$ cat config.mk
export PLATFORM = sky130hd
export DESIGN_NAME = tec_timer_channel
export DESIGN_NICKNAME = d
export VERILOG_FILES = /design/src/rtl/tec_pkg.sv /design/src/rtl/tec_timer_channel.sv
export SDC_FILE = /design/constraint.sdc
export NUM_CORES = 1
export LEC_CHECK = 0
export CAP_MARGIN = 20
export CORE_MARGIN = 2
export CORE_UTILIZATION = 35
export CTS_BUF_LIST = sky130_fd_sc_hd__clkbuf_16
export CTS_CLUSTER_SIZE = 30
export DETAILED_ROUTE_END_ITERATION = 6
export DONT_BUFFER_PORTS = 1
export MAX_ROUTING_LAYER = met4
export PLACE_DENSITY = 0.53
export SLEW_MARGIN = 5
export SYNTH_ARGS = -nofsm -noshare
export SYNTH_HDL_FRONTEND = slang
export SYNTH_SLANG_ARGS = --single-unit
$ cat constraint.sdc
create_clock -name I_CLK_SYS -period 11 [get_ports I_CLK_SYS]
set_clock_uncertainty 0.05 [all_clocks]
set_input_delay 1.1 -clock I_CLK_SYS [delete_from_list [all_inputs] [get_ports I_CLK_SYS]]
set_output_delay 1.1 -clock I_CLK_SYS [all_outputs]
set_load 0.01 [all_outputs]
$ cat src/rtl/tec_pkg.sv
/*
  Constants for the sixteen-bit timer and event counter channel:
  register byte offsets, field positions, mode codes, prescaler masks.
  Assumes a 12-bit APB byte address and 32-bit data.
*/
package tec_pkg;

  localparam int unsigned TEC_ADDR_W = 12;
  localparam int unsigned TEC_CNT_W  = 16;

  // Register byte offsets, one aligned word each
  localparam logic [11:0] TEC_OFS_ENABLE   = 12'h000;
  localparam logic [11:0] TEC_OFS_RUN      = 12'h004;
  localparam logic [11:0] TEC_OFS_CONTROL  = 12'h008;
  localparam logic [11:0] TEC_OFS_MODE     = 12'h00C;
  localparam logic [11:0] TEC_OFS_FFCTRL   = 12'h010;
  localparam logic [11:0] TEC_OFS_STATUS   = 12'h014;
  localparam logic [11:0] TEC_OFS_MASK     = 12'h018;
  localparam logic [11:0] TEC_OFS_SNAPSHOT = 12'h01C;
  localparam logic [11:0] TEC_OFS_COMPARE0 = 12'h020;
  localparam logic [11:0] TEC_OFS_COMPARE1 = 12'h024;
  localparam logic [11:0] TEC_OFS_CAPTURE0 = 12'h028;
  localparam logic [11:0] TEC_OFS_CAPTURE1 = 12'h02C;

  // channel_enable fields
  localparam int unsigned TEC_EN_BIT   = 7;
  localparam int unsigned TEC_HALT_BIT = 6;
  // run_control fields
  localparam int unsigned TEC_RUN_BIT  = 0;
  localparam int unsigned TEC_PRUN_BIT = 2;
  // timer_control fields
  localparam int unsigned TEC_DBUF_BIT  = 7;
  localparam int unsigned TEC_TRGF_BIT  = 1;
  localparam int unsigned TEC_START_BIT = 0;
  // timer_mode fields
  localparam int unsigned TEC_CLKSEL_LSB = 0;
  localparam int unsigned TEC_CLREN_BIT  = 3;
  localparam int unsigned TEC_CAPM_LSB   = 4;
  localparam int unsigned TEC_SNAP_BIT   = 6;
  // flipflop_control fields
  localparam int unsigned TEC_FFACT_LSB = 0;
  localparam int unsigned TEC_INV0_BIT  = 2;
  localparam int unsigned TEC_INV1_BIT  = 3;
  // event_status and interrupt_mask layout
  localparam int unsigned TEC_ST_MATCH0 = 0;
  localparam int unsigned TEC_ST_MATCH1 = 1;
  localparam int unsigned TEC_ST_OVF    = 2;
  localparam int unsigned TEC_ST_W      = 3;

  // Clock source codes
  localparam logic [1:0] TEC_CLK_EXT   = 2'h0;
  localparam logic [1:0] TEC_CLK_DIV2  = 2'h1;
  localparam logic [1:0] TEC_CLK_DIV8  = 2'h2;
  localparam logic [1:0] TEC_CLK_DIV32 = 2'h3;
  // Prescaler phase masks per divide ratio
  localparam logic [4:0] TEC_MASK_DIV2  = 5'h01;
  localparam logic [4:0] TEC_MASK_DIV8  = 5'h07;
  localparam logic [4:0] TEC_MASK_DIV32 = 5'h1F;

  // Capture modes
  localparam logic [1:0] TEC_CAP_OFF    = 2'h0;
  localparam logic [1:0] TEC_CAP_WIDTH  = 2'h1;
  localparam logic [1:0] TEC_CAP_PERIOD = 2'h2;
  localparam logic [1:0] TEC_CAP_GATE   = 2'h3;

  // Flip-flop actions on write
  localparam logic [1:0] TEC_FF_INVERT = 2'h0;
  localparam logic [1:0] TEC_FF_SET    = 2'h1;
  localparam logic [1:0] TEC_FF_CLEAR  = 2'h2;
  localparam logic [1:0] TEC_FF_KEEP   = 2'h3;

  localparam logic [15:0] TEC_CNT_MAX = 16'hFFFF;

endpackage

$ cat src/rtl/tec_timer_channel.sv
/*
  One sixteen-bit timer and event counter channel with an APB slave.
  Assumes I_TIMER_IN is an asynchronous pin, I_DBG_HALT comes from logic on
  I_CLK_SYS, and the APB master follows the usual setup/access protocol.
*/
// Our own choice: the APB slave port.
`timescale 1ns/1ps

module tec_timer_channel (
  input  wire logic        I_CLK_SYS,
  input  wire logic        I_RST,
  input  wire logic        I_PSEL,
  input  wire logic        I_PENABLE,
  input  wire logic        I_PWRITE,
  input  wire logic [11:0] I_PADDR,
  input  wire logic [31:0] I_PWDATA,
  input  wire logic        I_DBG_HALT,
  input  wire logic        I_TIMER_IN,
  output logic      [31:0] O_PRDATA,
  output logic             O_PREADY,
  output logic             O_PSLVERR,
  output logic             O_IRQ,
  output logic             O_TIMER_FF
);

  typedef struct packed {
    logic        sync1;
    logic        sync2;
    logic        sync3;
    logic        en;
    logic        halt;
    logic        run;
    logic        prun;
    logic        dbuf;
    logic        trg_fall;
    logic        start_ext;
    logic [1:0]  clk_sel;
    logic        clr_en;
    logic [1:0]  cap_mode;
    logic        inv0;
    logic        inv1;
    logic [2:0]  status;
    logic [2:0]  imask;
    logic [15:0] snap;
    logic [15:0] rg0_buf;
    logic [15:0] rg1_buf;
    logic [15:0] rg0;
    logic [15:0] rg1;
    logic [15:0] cp0;
    logic [15:0] cp1;
    logic [15:0] cnt;
    logic [4:0]  presc;
    logic        started;
    logic        tff;
    logic        irq;
    logic        pready;
    logic        pslverr;
    logic [31:0] prdata;
  } tec_state_s;

  localparam tec_state_s TEC_RESET = '0;

  tec_state_s s;
  tec_state_s next_s;

  logic        ce;
  logic        done;
  logic        mapped;
  logic        sel_en;
  logic        wr_ok;
  logic        rise;
  logic        fall;
  logic        trig;
  logic        ptick;
  logic        tick;
  logic        match0;
  logic        match1;
  logic        wrap;
  logic        ovf;
  logic [4:0]  pmask;
  logic [31:0] rdata;
  logic [2:0]  st_set;
  logic [2:0]  st_clr;

  always_comb
  begin
    next_s = s;
    // Input pin synchroniser and edge history
    next_s.sync1 = I_TIMER_IN;
    next_s.sync2 = s.sync1;
    next_s.sync3 = s.sync2;
    rise = s.sync2 & ~s.sync3;
    fall = ~s.sync2 & s.sync3;
    trig = s.trg_fall ? fall : rise;

    ce = s.en && !(s.halt && I_DBG_HALT);

    done   = I_PSEL && I_PENABLE && s.pready;
    mapped = (I_PADDR[1:0] == 2'h0) && (I_PADDR <= tec_pkg::TEC_OFS_CAPTURE1);
    sel_en = (I_PADDR == tec_pkg::TEC_OFS_ENABLE);
    wr_ok  = done && I_PWRITE && mapped && (s.en || sel_en);

    // Prescaler, cleared while stopped
    next_s.presc = !s.prun ? 5'h00 : (ce ? s.presc + 5'h01 : s.presc);
    unique case (s.clk_sel)
      tec_pkg::TEC_CLK_DIV2:  pmask = tec_pkg::TEC_MASK_DIV2;
      tec_pkg::TEC_CLK_DIV8:  pmask = tec_pkg::TEC_MASK_DIV8;
      tec_pkg::TEC_CLK_DIV32: pmask = tec_pkg::TEC_MASK_DIV32;
      tec_pkg::TEC_CLK_EXT:   pmask = 5'h00;
    endcase
    ptick = (s.clk_sel == tec_pkg::TEC_CLK_EXT) ? rise
          : (s.prun && ((s.presc & pmask) == pmask));

    next_s.started = s.run && (s.started || (ce && s.start_ext && trig));
    tick   = ce && s.run && (s.started || !s.start_ext) && ptick;
    match0 = tick && (s.cnt == s.rg0);
    match1 = tick && (s.cnt == s.rg1);
    wrap   = match1 && s.clr_en;
    ovf    = tick && (s.cnt == tec_pkg::TEC_CNT_MAX) && !wrap;

    if (!s.run)
    begin
      next_s.cnt = 16'h0000;
    end
    else if (ce && s.start_ext && trig && !s.started)
    begin
      next_s.cnt = 16'h0000;
    end
    else if (tick)
    begin
      next_s.cnt = wrap ? 16'h0000 : s.cnt + 16'h0001;
    end

    if (wrap && s.dbuf)
    begin
      next_s.rg0 = s.rg0_buf;
      next_s.rg1 = s.rg1_buf;
    end

    if (ce)
    begin
      unique case (s.cap_mode)
        tec_pkg::TEC_CAP_WIDTH:
        begin
          if (rise)
          begin
            next_s.cp0 = s.cnt;
          end
          if (fall)
          begin
            next_s.cp1 = s.cnt;
          end
        end
        tec_pkg::TEC_CAP_PERIOD:
        begin
          if (rise)
          begin
            next_s.cp0 = s.cp1;
            next_s.cp1 = s.cnt;
          end
        end
        tec_pkg::TEC_CAP_GATE:
        begin
          if (rise)
          begin
            next_s.cp0 = s.cnt;
          end
          if (match1)
          begin
            next_s.cp1 = s.cnt;
          end
        end
        tec_pkg::TEC_CAP_OFF:    next_s.cp0 = s.cp0;
      endcase
    end

    next_s.tff = s.tff ^ (match0 && s.inv0) ^ (match1 && s.inv1);

    st_set = '0;
    st_set[tec_pkg::TEC_ST_MATCH0] = match0;
    st_set[tec_pkg::TEC_ST_MATCH1] = match1;
    st_set[tec_pkg::TEC_ST_OVF]    = ovf;
    st_clr = '0;

    // Register writes, taken at the completing edge
    if (wr_ok)
    begin
      unique case (I_PADDR)
        tec_pkg::TEC_OFS_ENABLE:
        begin
          next_s.en   = I_PWDATA[tec_pkg::TEC_EN_BIT];
          next_s.halt = I_PWDATA[tec_pkg::TEC_HALT_BIT];
        end
        tec_pkg::TEC_OFS_RUN:
        begin
          next_s.run  = I_PWDATA[tec_pkg::TEC_RUN_BIT];
          next_s.prun = I_PWDATA[tec_pkg::TEC_PRUN_BIT];
        end
        tec_pkg::TEC_OFS_CONTROL:
        begin
          next_s.dbuf      = I_PWDATA[tec_pkg::TEC_DBUF_BIT];
          next_s.trg_fall  = I_PWDATA[tec_pkg::TEC_TRGF_BIT];
          next_s.start_ext = I_PWDATA[tec_pkg::TEC_START_BIT];
        end
        tec_pkg::TEC_OFS_MODE:
        begin
          next_s.clk_sel  = I_PWDATA[tec_pkg::TEC_CLKSEL_LSB +: 2];
          next_s.clr_en   = I_PWDATA[tec_pkg::TEC_CLREN_BIT];
          next_s.cap_mode = I_PWDATA[tec_pkg::TEC_CAPM_LSB +: 2];
          if (!I_PWDATA[tec_pkg::TEC_SNAP_BIT])
          begin
            next_s.snap = s.cnt;
          end
        end
        tec_pkg::TEC_OFS_FFCTRL:
        begin
          next_s.inv0 = I_PWDATA[tec_pkg::TEC_INV0_BIT];
          next_s.inv1 = I_PWDATA[tec_pkg::TEC_INV1_BIT];
          unique case (I_PWDATA[tec_pkg::TEC_FFACT_LSB +: 2])
            tec_pkg::TEC_FF_INVERT: next_s.tff = ~s.tff;
            tec_pkg::TEC_FF_SET:    next_s.tff = 1'h1;
            tec_pkg::TEC_FF_CLEAR:  next_s.tff = 1'h0;
            tec_pkg::TEC_FF_KEEP:   next_s.tff = next_s.tff;
          endcase
        end
        tec_pkg::TEC_OFS_STATUS:
        begin
          st_clr = I_PWDATA[tec_pkg::TEC_ST_W-1:0];
        end
        tec_pkg::TEC_OFS_MASK:
        begin
          next_s.imask = I_PWDATA[tec_pkg::TEC_ST_W-1:0];
        end
        tec_pkg::TEC_OFS_COMPARE0:
        begin
          next_s.rg0_buf = I_PWDATA[15:0];
          if (!s.dbuf)
          begin
            next_s.rg0 = I_PWDATA[15:0];
          end
        end
        tec_pkg::TEC_OFS_COMPARE1:
        begin
          next_s.rg1_buf = I_PWDATA[15:0];
          if (!s.dbuf)
          begin
            next_s.rg1 = I_PWDATA[15:0];
          end
        end
        default: next_s.snap = next_s.snap;
      endcase
    end

    // Sticky status, a new event beats the clear
    next_s.status = (s.status & ~st_clr) | st_set;
    next_s.irq    = |(next_s.status & ~next_s.imask);

    rdata = 32'h0000_0000;
    unique case (I_PADDR)
      tec_pkg::TEC_OFS_ENABLE:
      begin
        rdata[tec_pkg::TEC_EN_BIT]   = s.en;
        rdata[tec_pkg::TEC_HALT_BIT] = s.halt;
      end
      tec_pkg::TEC_OFS_RUN:
      begin
        rdata[tec_pkg::TEC_RUN_BIT]  = s.run;
        rdata[tec_pkg::TEC_PRUN_BIT] = s.prun;
      end
      tec_pkg::TEC_OFS_CONTROL:
      begin
        rdata[tec_pkg::TEC_DBUF_BIT]  = s.dbuf;
        rdata[tec_pkg::TEC_TRGF_BIT]  = s.trg_fall;
        rdata[tec_pkg::TEC_START_BIT] = s.start_ext;
      end
      tec_pkg::TEC_OFS_MODE:
      begin
        rdata[tec_pkg::TEC_CLKSEL_LSB +: 2] = s.clk_sel;
        rdata[tec_pkg::TEC_CLREN_BIT]       = s.clr_en;
        rdata[tec_pkg::TEC_CAPM_LSB +: 2]   = s.cap_mode;
        rdata[tec_pkg::TEC_SNAP_BIT]        = 1'h1;
      end
      tec_pkg::TEC_OFS_FFCTRL:
      begin
        rdata[tec_pkg::TEC_FFACT_LSB +: 2] = tec_pkg::TEC_FF_KEEP;
        rdata[tec_pkg::TEC_INV0_BIT]       = s.inv0;
        rdata[tec_pkg::TEC_INV1_BIT]       = s.inv1;
      end
      tec_pkg::TEC_OFS_STATUS:   rdata[tec_pkg::TEC_ST_W-1:0] = s.status;
      tec_pkg::TEC_OFS_MASK:     rdata[tec_pkg::TEC_ST_W-1:0] = s.imask;
      tec_pkg::TEC_OFS_SNAPSHOT: rdata[15:0] = s.snap;
      tec_pkg::TEC_OFS_COMPARE0: rdata[15:0] = s.rg0_buf;
      tec_pkg::TEC_OFS_COMPARE1: rdata[15:0] = s.rg1_buf;
      tec_pkg::TEC_OFS_CAPTURE0: rdata[15:0] = s.cp0;
      tec_pkg::TEC_OFS_CAPTURE1: rdata[15:0] = s.cp1;
      default:                   rdata = 32'h0000_0000;
    endcase
    if (!s.en && !sel_en)
    begin
      rdata = 32'h0000_0000;
    end

    // One wait state, then answer
    next_s.pready  = I_PSEL && I_PENABLE && !s.pready;
    next_s.pslverr = I_PSEL && I_PENABLE && !s.pready && !mapped;
    if (I_PSEL && I_PENABLE && !s.pready)
    begin
      next_s.prdata = (!I_PWRITE && mapped) ? rdata : 32'h0000_0000;
    end
  end

  always_ff @(posedge I_CLK_SYS or posedge I_RST)
  begin
    if (I_RST)
    begin
      s <= TEC_RESET;
    end
    else
    begin
      s <= next_s;
    end
  end

  assign O_PRDATA   = s.prdata;
  assign O_PREADY   = s.pready;
  assign O_PSLVERR  = s.pslverr;
  assign O_IRQ      = s.irq;
  assign O_TIMER_FF = s.tff;
endmodule // tec_timer_channel

==> reports/qor.csv, run 1 <==
stage;metric;value;unit
critical_path;path_cells;or4_1 > nor4_4 > nor2b_2 > buf_4 > nand2b_1 > buf_4 > nor2_1 > a21oi_1;
critical_path;arrival;4070;ps
global_routing;gr-usage-met3;3.15;%
clock_network;post-cts-setup-buffer-count;0;
floorplanning;pin_count;87;
sta;min_period_over_period;34.7;%
critical_path;path_common_cell;buf_4;
sta;tightest_slew;1100;ps
sta;hold_violations;0;
global_routing;grtUsageMet1;26.7;%
floorplanning;die_width;165;µm
clock_network;ctsResizeCount;0;
clock_network;cts_tree;done;
global_routing;grt_max_degree;107;
critical_path;rr_endpoint;s[90];
yosys;yosys_warnings;0;
power_and_ir_drop;p_per_area;129;mW/mm²
route;viasPerCell;5.45;
final_layout;diodes;0;
run_status;status;completed;
route;via_count;6197;
place;dp_slack;6760;ps
clock_network;cts_hold_buffers;0;
min_path;hold_path.class;reg -> reg;
global_routing;use_met2;28.5;%
critical_path;critical_path_class;in -> reg;
yosys;avgSynthCellArea;11.0;µm²
critical_path;cp-start-kind;input port;
clock_network;clock_latency;440;ps
place;portBuffers;0;
sta;hold_ws;303;ps
critical_path;cp_max_fo;32;
critical_path;critical_path.max_stage_delay;1030;ps
global_routing;antenna_found_initial;0;
global_routing;grt_pass1_wl;37.3;mm
sta;slew-limit-headroom;25.8;%
yosys;synthArstFlopShare;100;%
sta;fin_tns_setup;0;ps
final_layout;drive_gt1_share;17.2;%
clock_network;h-tree-depth;4;
min_path;whs_path_depth;0;
floorplanning;die_area;0.0273;mm²
floorplanning;dieHeight;165;µm
global_routing;grt_pass1_vias;5934;
min_path;hp-start;next_s[191];
route;wl;24.5;mm
flow_run;drv_cap;0;
power_and_ir_drop;power.leakage;4.80;nW
critical_path;r2r-start;s[50];
route;drt_iter0_drc;560;
clock_network;clk_pin_slew;70;ps
critical_path;worstPathRequired;11250;ps
sta;final.min_clock_period;3820;ps
global_routing;track_usage;19.0;%
place;gp_congestion;0.825;
clock_network;cts_sinks;177;
clock_network;clk_path_buf_depth;2;
power_and_ir_drop;ir_drop;0.000116;V
sta;setup_slack;7180;ps
yosys;synth_ff_type;dfrtp_1;
min_path;min_to;next_s[190];
yosys;yosysSeqAreaShare;48.7;%
yosys;syn_area;0.00910;mm²
critical_path;worstSetupStartpoint;I_PADDR[1];
yosys;synth_seq_cells;177;
yosys;yosys.cell_types.count;71;
yosys;synthCells;830;
floorplanning;start_util;35.3;%
floorplanning;coreArea;0.0258;mm²
sta;setup_viol;0;
sta;rsz0062_at_grt;false;
route;wl_per_cell;21.5;µm
critical_path;r2r_slack;7190;ps
global_routing;busiest_layer;met2;
place;detailed_place_hpwl;16.6;mm
critical_path;slowest_stage;nor4_4;
power_and_ir_drop;total_power;1.26;mW
global_routing;globalRouteOverflowTotal;0;
final_layout;area_growth;7.22;%
yosys;synth_edf_count;0;
critical_path;critPathCaptureType;flip-flop;
sta;maxSlewViolCount;0;
clock_network;cts-root-buf;clkbuf_16;
route;drt_first_pass_iters;5;
final_layout;fin_nets;846;
floorplanning;core.rowCount;59;
sta;max_freq;262;MHz
route;ant_nets;0;
route;drc;0;
clock_network;cts_buffers;17;
critical_path;rr_worst_depth;7;
-- worst max-delay path, delay by kind of cell --
family	cells	cell delay, ps
simple gates	5	2310
buf+inv	2	570
compound gates	1	50
-- how the worst max path moves through the flow --
stage | depth (start not counted) | to | slack [ps]
after floorplan | 1 | O_IRQ | 5050
after global placement | 8 | s[106] | 6770
after detailed placement | 8 | s[106] | 6760
after CTS | 8 | s[106] | 7200
after global routing | 7 | s[90] | 7040
final | 8 | s[118] | 7180
-- synthesized netlist by cell type, types with 12 or more instances --
master | count | area, µm²
nor2_1 | 74 | 278
nand3_1 | 15 | 75.1
o21ai_0 | 21 | 105
mux2_2 | 72 | 811
clkbuf_1 | 31 | 116
a222oi_1 | 13 | 130
inv_1 | 14 | 52.6
a22o_1 | 12 | 105
a22oi_1 | 21 | 158
nand2_1 | 38 | 143
buf_2 | 17 | 85.1
a21oi_1 | 55 | 275
dfrtp_1 | 177 | 4430
xnor2_1 | 30 | 263
buf_4 | 35 | 263
mux2i_1 | 50 | 500
xor2_1 | 16 | 140
-- per-stage QoR --
stage | instance area (µm²) | utilization, % | instances
after floorplan | 9150 | - | 845
after global placement | 9200 | 35.7 | 1104
after detailed placement | 9200 | 35.7 | 1104
after CTS | 9740 | 37.8 | 1136
after global routing | 9750 | 37.9 | 1137
final | 9750 | 37.9 | 1137
-- where the power goes --
| part | switching (mW) | internal, mW | total (mW) |
|---|---|---|---|
| Clock | 0.268 | 0.310 | 0.578 |
| Combinational | 0.0221 | 0.00409 | 0.0262 |
| Sequential | 0.000840 | 0.652 | 0.652 |
-- cell usage in the layout (no fill, tap or decap), types with 13 or more instances in the layout --
cell type,instances
dfrtp_1,177
nor2_1,73
mux2_2,72
a21oi_1,55
mux2i_1,50
nand2_1,38
xnor2_1,30
o21ai_0,21
a22oi_1,21
clkbuf_16,17
inv_1,16
xor2_1,16
conb_1,16
nand3_1,15
a222oi_1,13
-- cell type report --
cell class	instances	area, µm²
repair buffers	13	101
multi-input cells	566	4200
fillers	2484	16000
inverters	14	60.1
clock inverters	15	121
flip-flops and latches	177	4430
well taps	335	419
clock buffers	17	425
-- registers in the layout (all words and copies together), names as in the netlist --
name / cells
O_IRQ: 1
O_PRDATA: 16
O_PREADY: 1
O_PSLVERR: 1
O_TIMER_FF: 1
next_s: 2
s: 155
-- logic make-up (layout without fill, tap and decap cells) --
kind of cell	count (synthesis)	count (layout)	share of synthesized area, %
xor+xnor	47	47	4.69
simple gates	207	207	12.2
buf+inv	102	59	6.07
fa+ha+maj	6	6	0.825
flops	177	177	48.7
mux	130	130	15.4
compound gates	160	160	12.1
other cells	1	16	0.0412
-- layer usage --
layer	vias up	routed length (µm)
met2	180	11100
met4	0	374
li1	2869	-
met1	3130	11600
met5	-	0
met3	18	1390
No activity file was read; power rests on OpenSTA's default activity.
==> run 2, diff against run 1 <==
Settings changed: PLACE_DENSITY 0.53 to 0.55.
Clock period 11 ns to 3.44 ns, I/O delays scaled along.
==> run 2 against run 1 <==
  * Flip-flop and latch count unchanged
  * Sequential power increased to 3.2 times the previous value
  * Largest power group unchanged
  * Clock-buffer cell count unchanged
  * Via count increased by 4.2%
  * Critical path type is now reg -> reg
  * Highest routed layer unchanged
  * Critical endpoint is now s[65]
==> reports/qor.csv, run 2 (synthesis gave the netlist of run 1 again) <==
stage;metric;value;unit;change
run_status;status;completed;;
critical_path;critPathBufInv;1;;-1
critical_path;slowest_stage;nor4_4;;
final_layout;final_common_cell;dfrtp_1;;
critical_path;r2r-start;s[49];;
route;drt_first_pass_iters;5;;unchanged
min_path;whs_path_depth;1;;+1
floorplanning;die_width;165;µm;unchanged
clock_network;clock_latency;440;ps;about the same
sta;maxSlewViolCount;0;;unchanged
critical_path;rr_endpoint;s[65];;
flow_run;drv_cap;0;;unchanged
clock_network;cts_sinks;177;;unchanged
critical_path;worstPathRequired;3710;ps;-7540 ps
min_path;hp-start;I_PWDATA[4];;
global_routing;track_usage;19.9;%;+0.92 points
sta;tightest_slew;826;ps;-279 ps
final_layout;stdcell_area;0.0101;mm²;+3.8%
global_routing;grt_pass1_vias;6182;;+4.2%
critical_path;critPathCaptureType;flip-flop;;
clock_network;post-cts-setup-buffer-count;0;;unchanged
sta;max_freq;359;MHz;
critical_path;cp_max_fo;16;;-50%
floorplanning;core.rowCount;59;;unchanged
floorplanning;coreArea;0.0258;mm²;unchanged
sta;final.min_clock_period;2780;ps;
critical_path;path_cells;xnor2_1 > nand4_1 > nor4_4 > nand2_1 > a21oi_2 > buf_4 > mux2_2;;
final_layout;drive_gt1_share;18.7;%;+1.5 points
power_and_ir_drop;p_per_area;399;mW/mm²;+210%
min_path;hold_path.class;in -> reg;;
route;via_count;6455;;+4.2%
final_layout;finish.utilization;39.3;%;+1.4 points
final_layout;fin_nets;886;;+4.7%
floorplanning;start_util;35.3;%;unchanged
power_and_ir_drop;total_power;4.04;mW;+220%
route;viasPerCell;5.49;;+0.71%
place;detailed_place_hpwl;16.8;mm;+1.2%
sta;hold_violations;0;;unchanged
sta;min_period_over_period;80.9;%;
final_layout;layout_common_cells;dfrtp_1, nor2_1, mux2_2, a21oi_1, mux2i_1;;
sta;slew-limit-headroom;44.9;%;+19 points
place;gp_congestion;0.824;;about the same
floorplanning;pin_count;87;;unchanged
clock_network;cts_tree;done;;
global_routing;grt_max_degree;132;;+23%
critical_path;rr_worst_depth;7;;unchanged
power_and_ir_drop;power.leakage;4.99;nW;+3.9%
final_layout;area_growth;11.3;%;
sta;fin_tns_setup;0;ps;unchanged
clock_network;clk_pin_slew;70;ps;about the same
clock_network;h-tree-depth;4;;unchanged
global_routing;antenna_found_initial;0;;unchanged
critical_path;arrival;3050;ps;-1020 ps
place;placed_area;0.00936;mm²;+1.8%
critical_path;r2r_slack;660;ps;-6530 ps
final_layout;fillers;2485;;+0.040%
final_layout;largest_reg_flops;155;;unchanged
place;dp.cells;1123;;+1.7%
final_layout;top_register;s;;
place;portBuffers;0;;unchanged
route;ant_nets;0;;unchanged
final_layout;diodes;0;;unchanged
route;drc;0;;unchanged
final_layout;fin_cells;1176;;+3.4%
sta;setup_slack;658;ps;-6520 ps
route;drt_iter0_drc;644;;+15%
route;wl_per_cell;21.4;µm;-0.70%
power_and_ir_drop;ir_drop;0.000346;V;+200%
critical_path;critical_path.max_stage_delay;560;ps;-470 ps
min_path;min_to;s[142];;
critical_path;cp-start-kind;flip-flop;;
critical_path;cp_top_family;simple AND/OR/NAND/NOR gates;;
critical_path;critical_path_class;reg -> reg;;
clock_network;cts_buffers;17;;unchanged
route;wl;25.1;mm;+2.7%
sta;hold_ws;10.4;ps;-292 ps
sta;setup_viol;0;;unchanged
sta;rsz0062_at_grt;false;;
clock_network;clk_path_buf_depth;2;;unchanged
global_routing;grt_pass1_wl;38.8;mm;+4.1%
place;dp_slack;669;ps;-6090 ps
clock_network;cts-root-buf;clkbuf_16;;
floorplanning;die_area;0.0273;mm²;unchanged
global_routing;globalRouteOverflowTotal;0;;unchanged
floorplanning;dieHeight;165;µm;unchanged
run 2: what timing repair did:
action	CTS	global route
gates resized for setup	0	0
hold endpoints to repair	56	1
hold buffers	21	1
endpoints found under the setup margin	0	0
run 2: layer usage:
metal	share of wire, %	global-route usage (%)	routed length, µm	vias to the layer above
met5	0	-	0	-
met3	6.3	3.60	1580	25
met1	47	27.5	11700	3286
met2	46	29.8	11500	206
li1	-	-	-	2938
met4	1.5	6.01	375	0
run 2: how the worst max path moves through the flow:
stage / start / endpoint / slack [ps] / depth (start not counted)
6_report: s[49] / s[65] / 660 / 7
5_1_grt: s[48] / s[65] / 480 / 7
4_1_cts: s[48] / s[60] / 680 / 7
3_5_place_dp: I_PADDR[1] / s[165] / 670 / 6
3_3_place_gp: I_PADDR[1] / s[105] / 670 / 7
2_1_floorplan: I_RST / O_IRQ / 780 / 1
run 2: where the power goes:
part | internal, mW | total, mW | leakage [nW] | switching [mW]
Combinational | 0.0335 | 0.116 | 2.27 | 0.0827
Clock | 0.992 | 1.83 | 0.274 | 0.842
Sequential | 2.08 | 2.09 | 2.44 | 0.00257
run 2: layout make-up:
class | count | area [µm²] | share of cell area, %
clock buffer | 17 | 425 | 4.20
clock inverter | 14 | 116 | 1.15
inverter | 14 | 56.3 | 0.556
multi-input combinational | 566 | 4200 | 41.5
sequential | 177 | 4430 | 43.8
tap | 335 | 419 | 4.14
timing repair buffer | 53 | 478 | 4.72
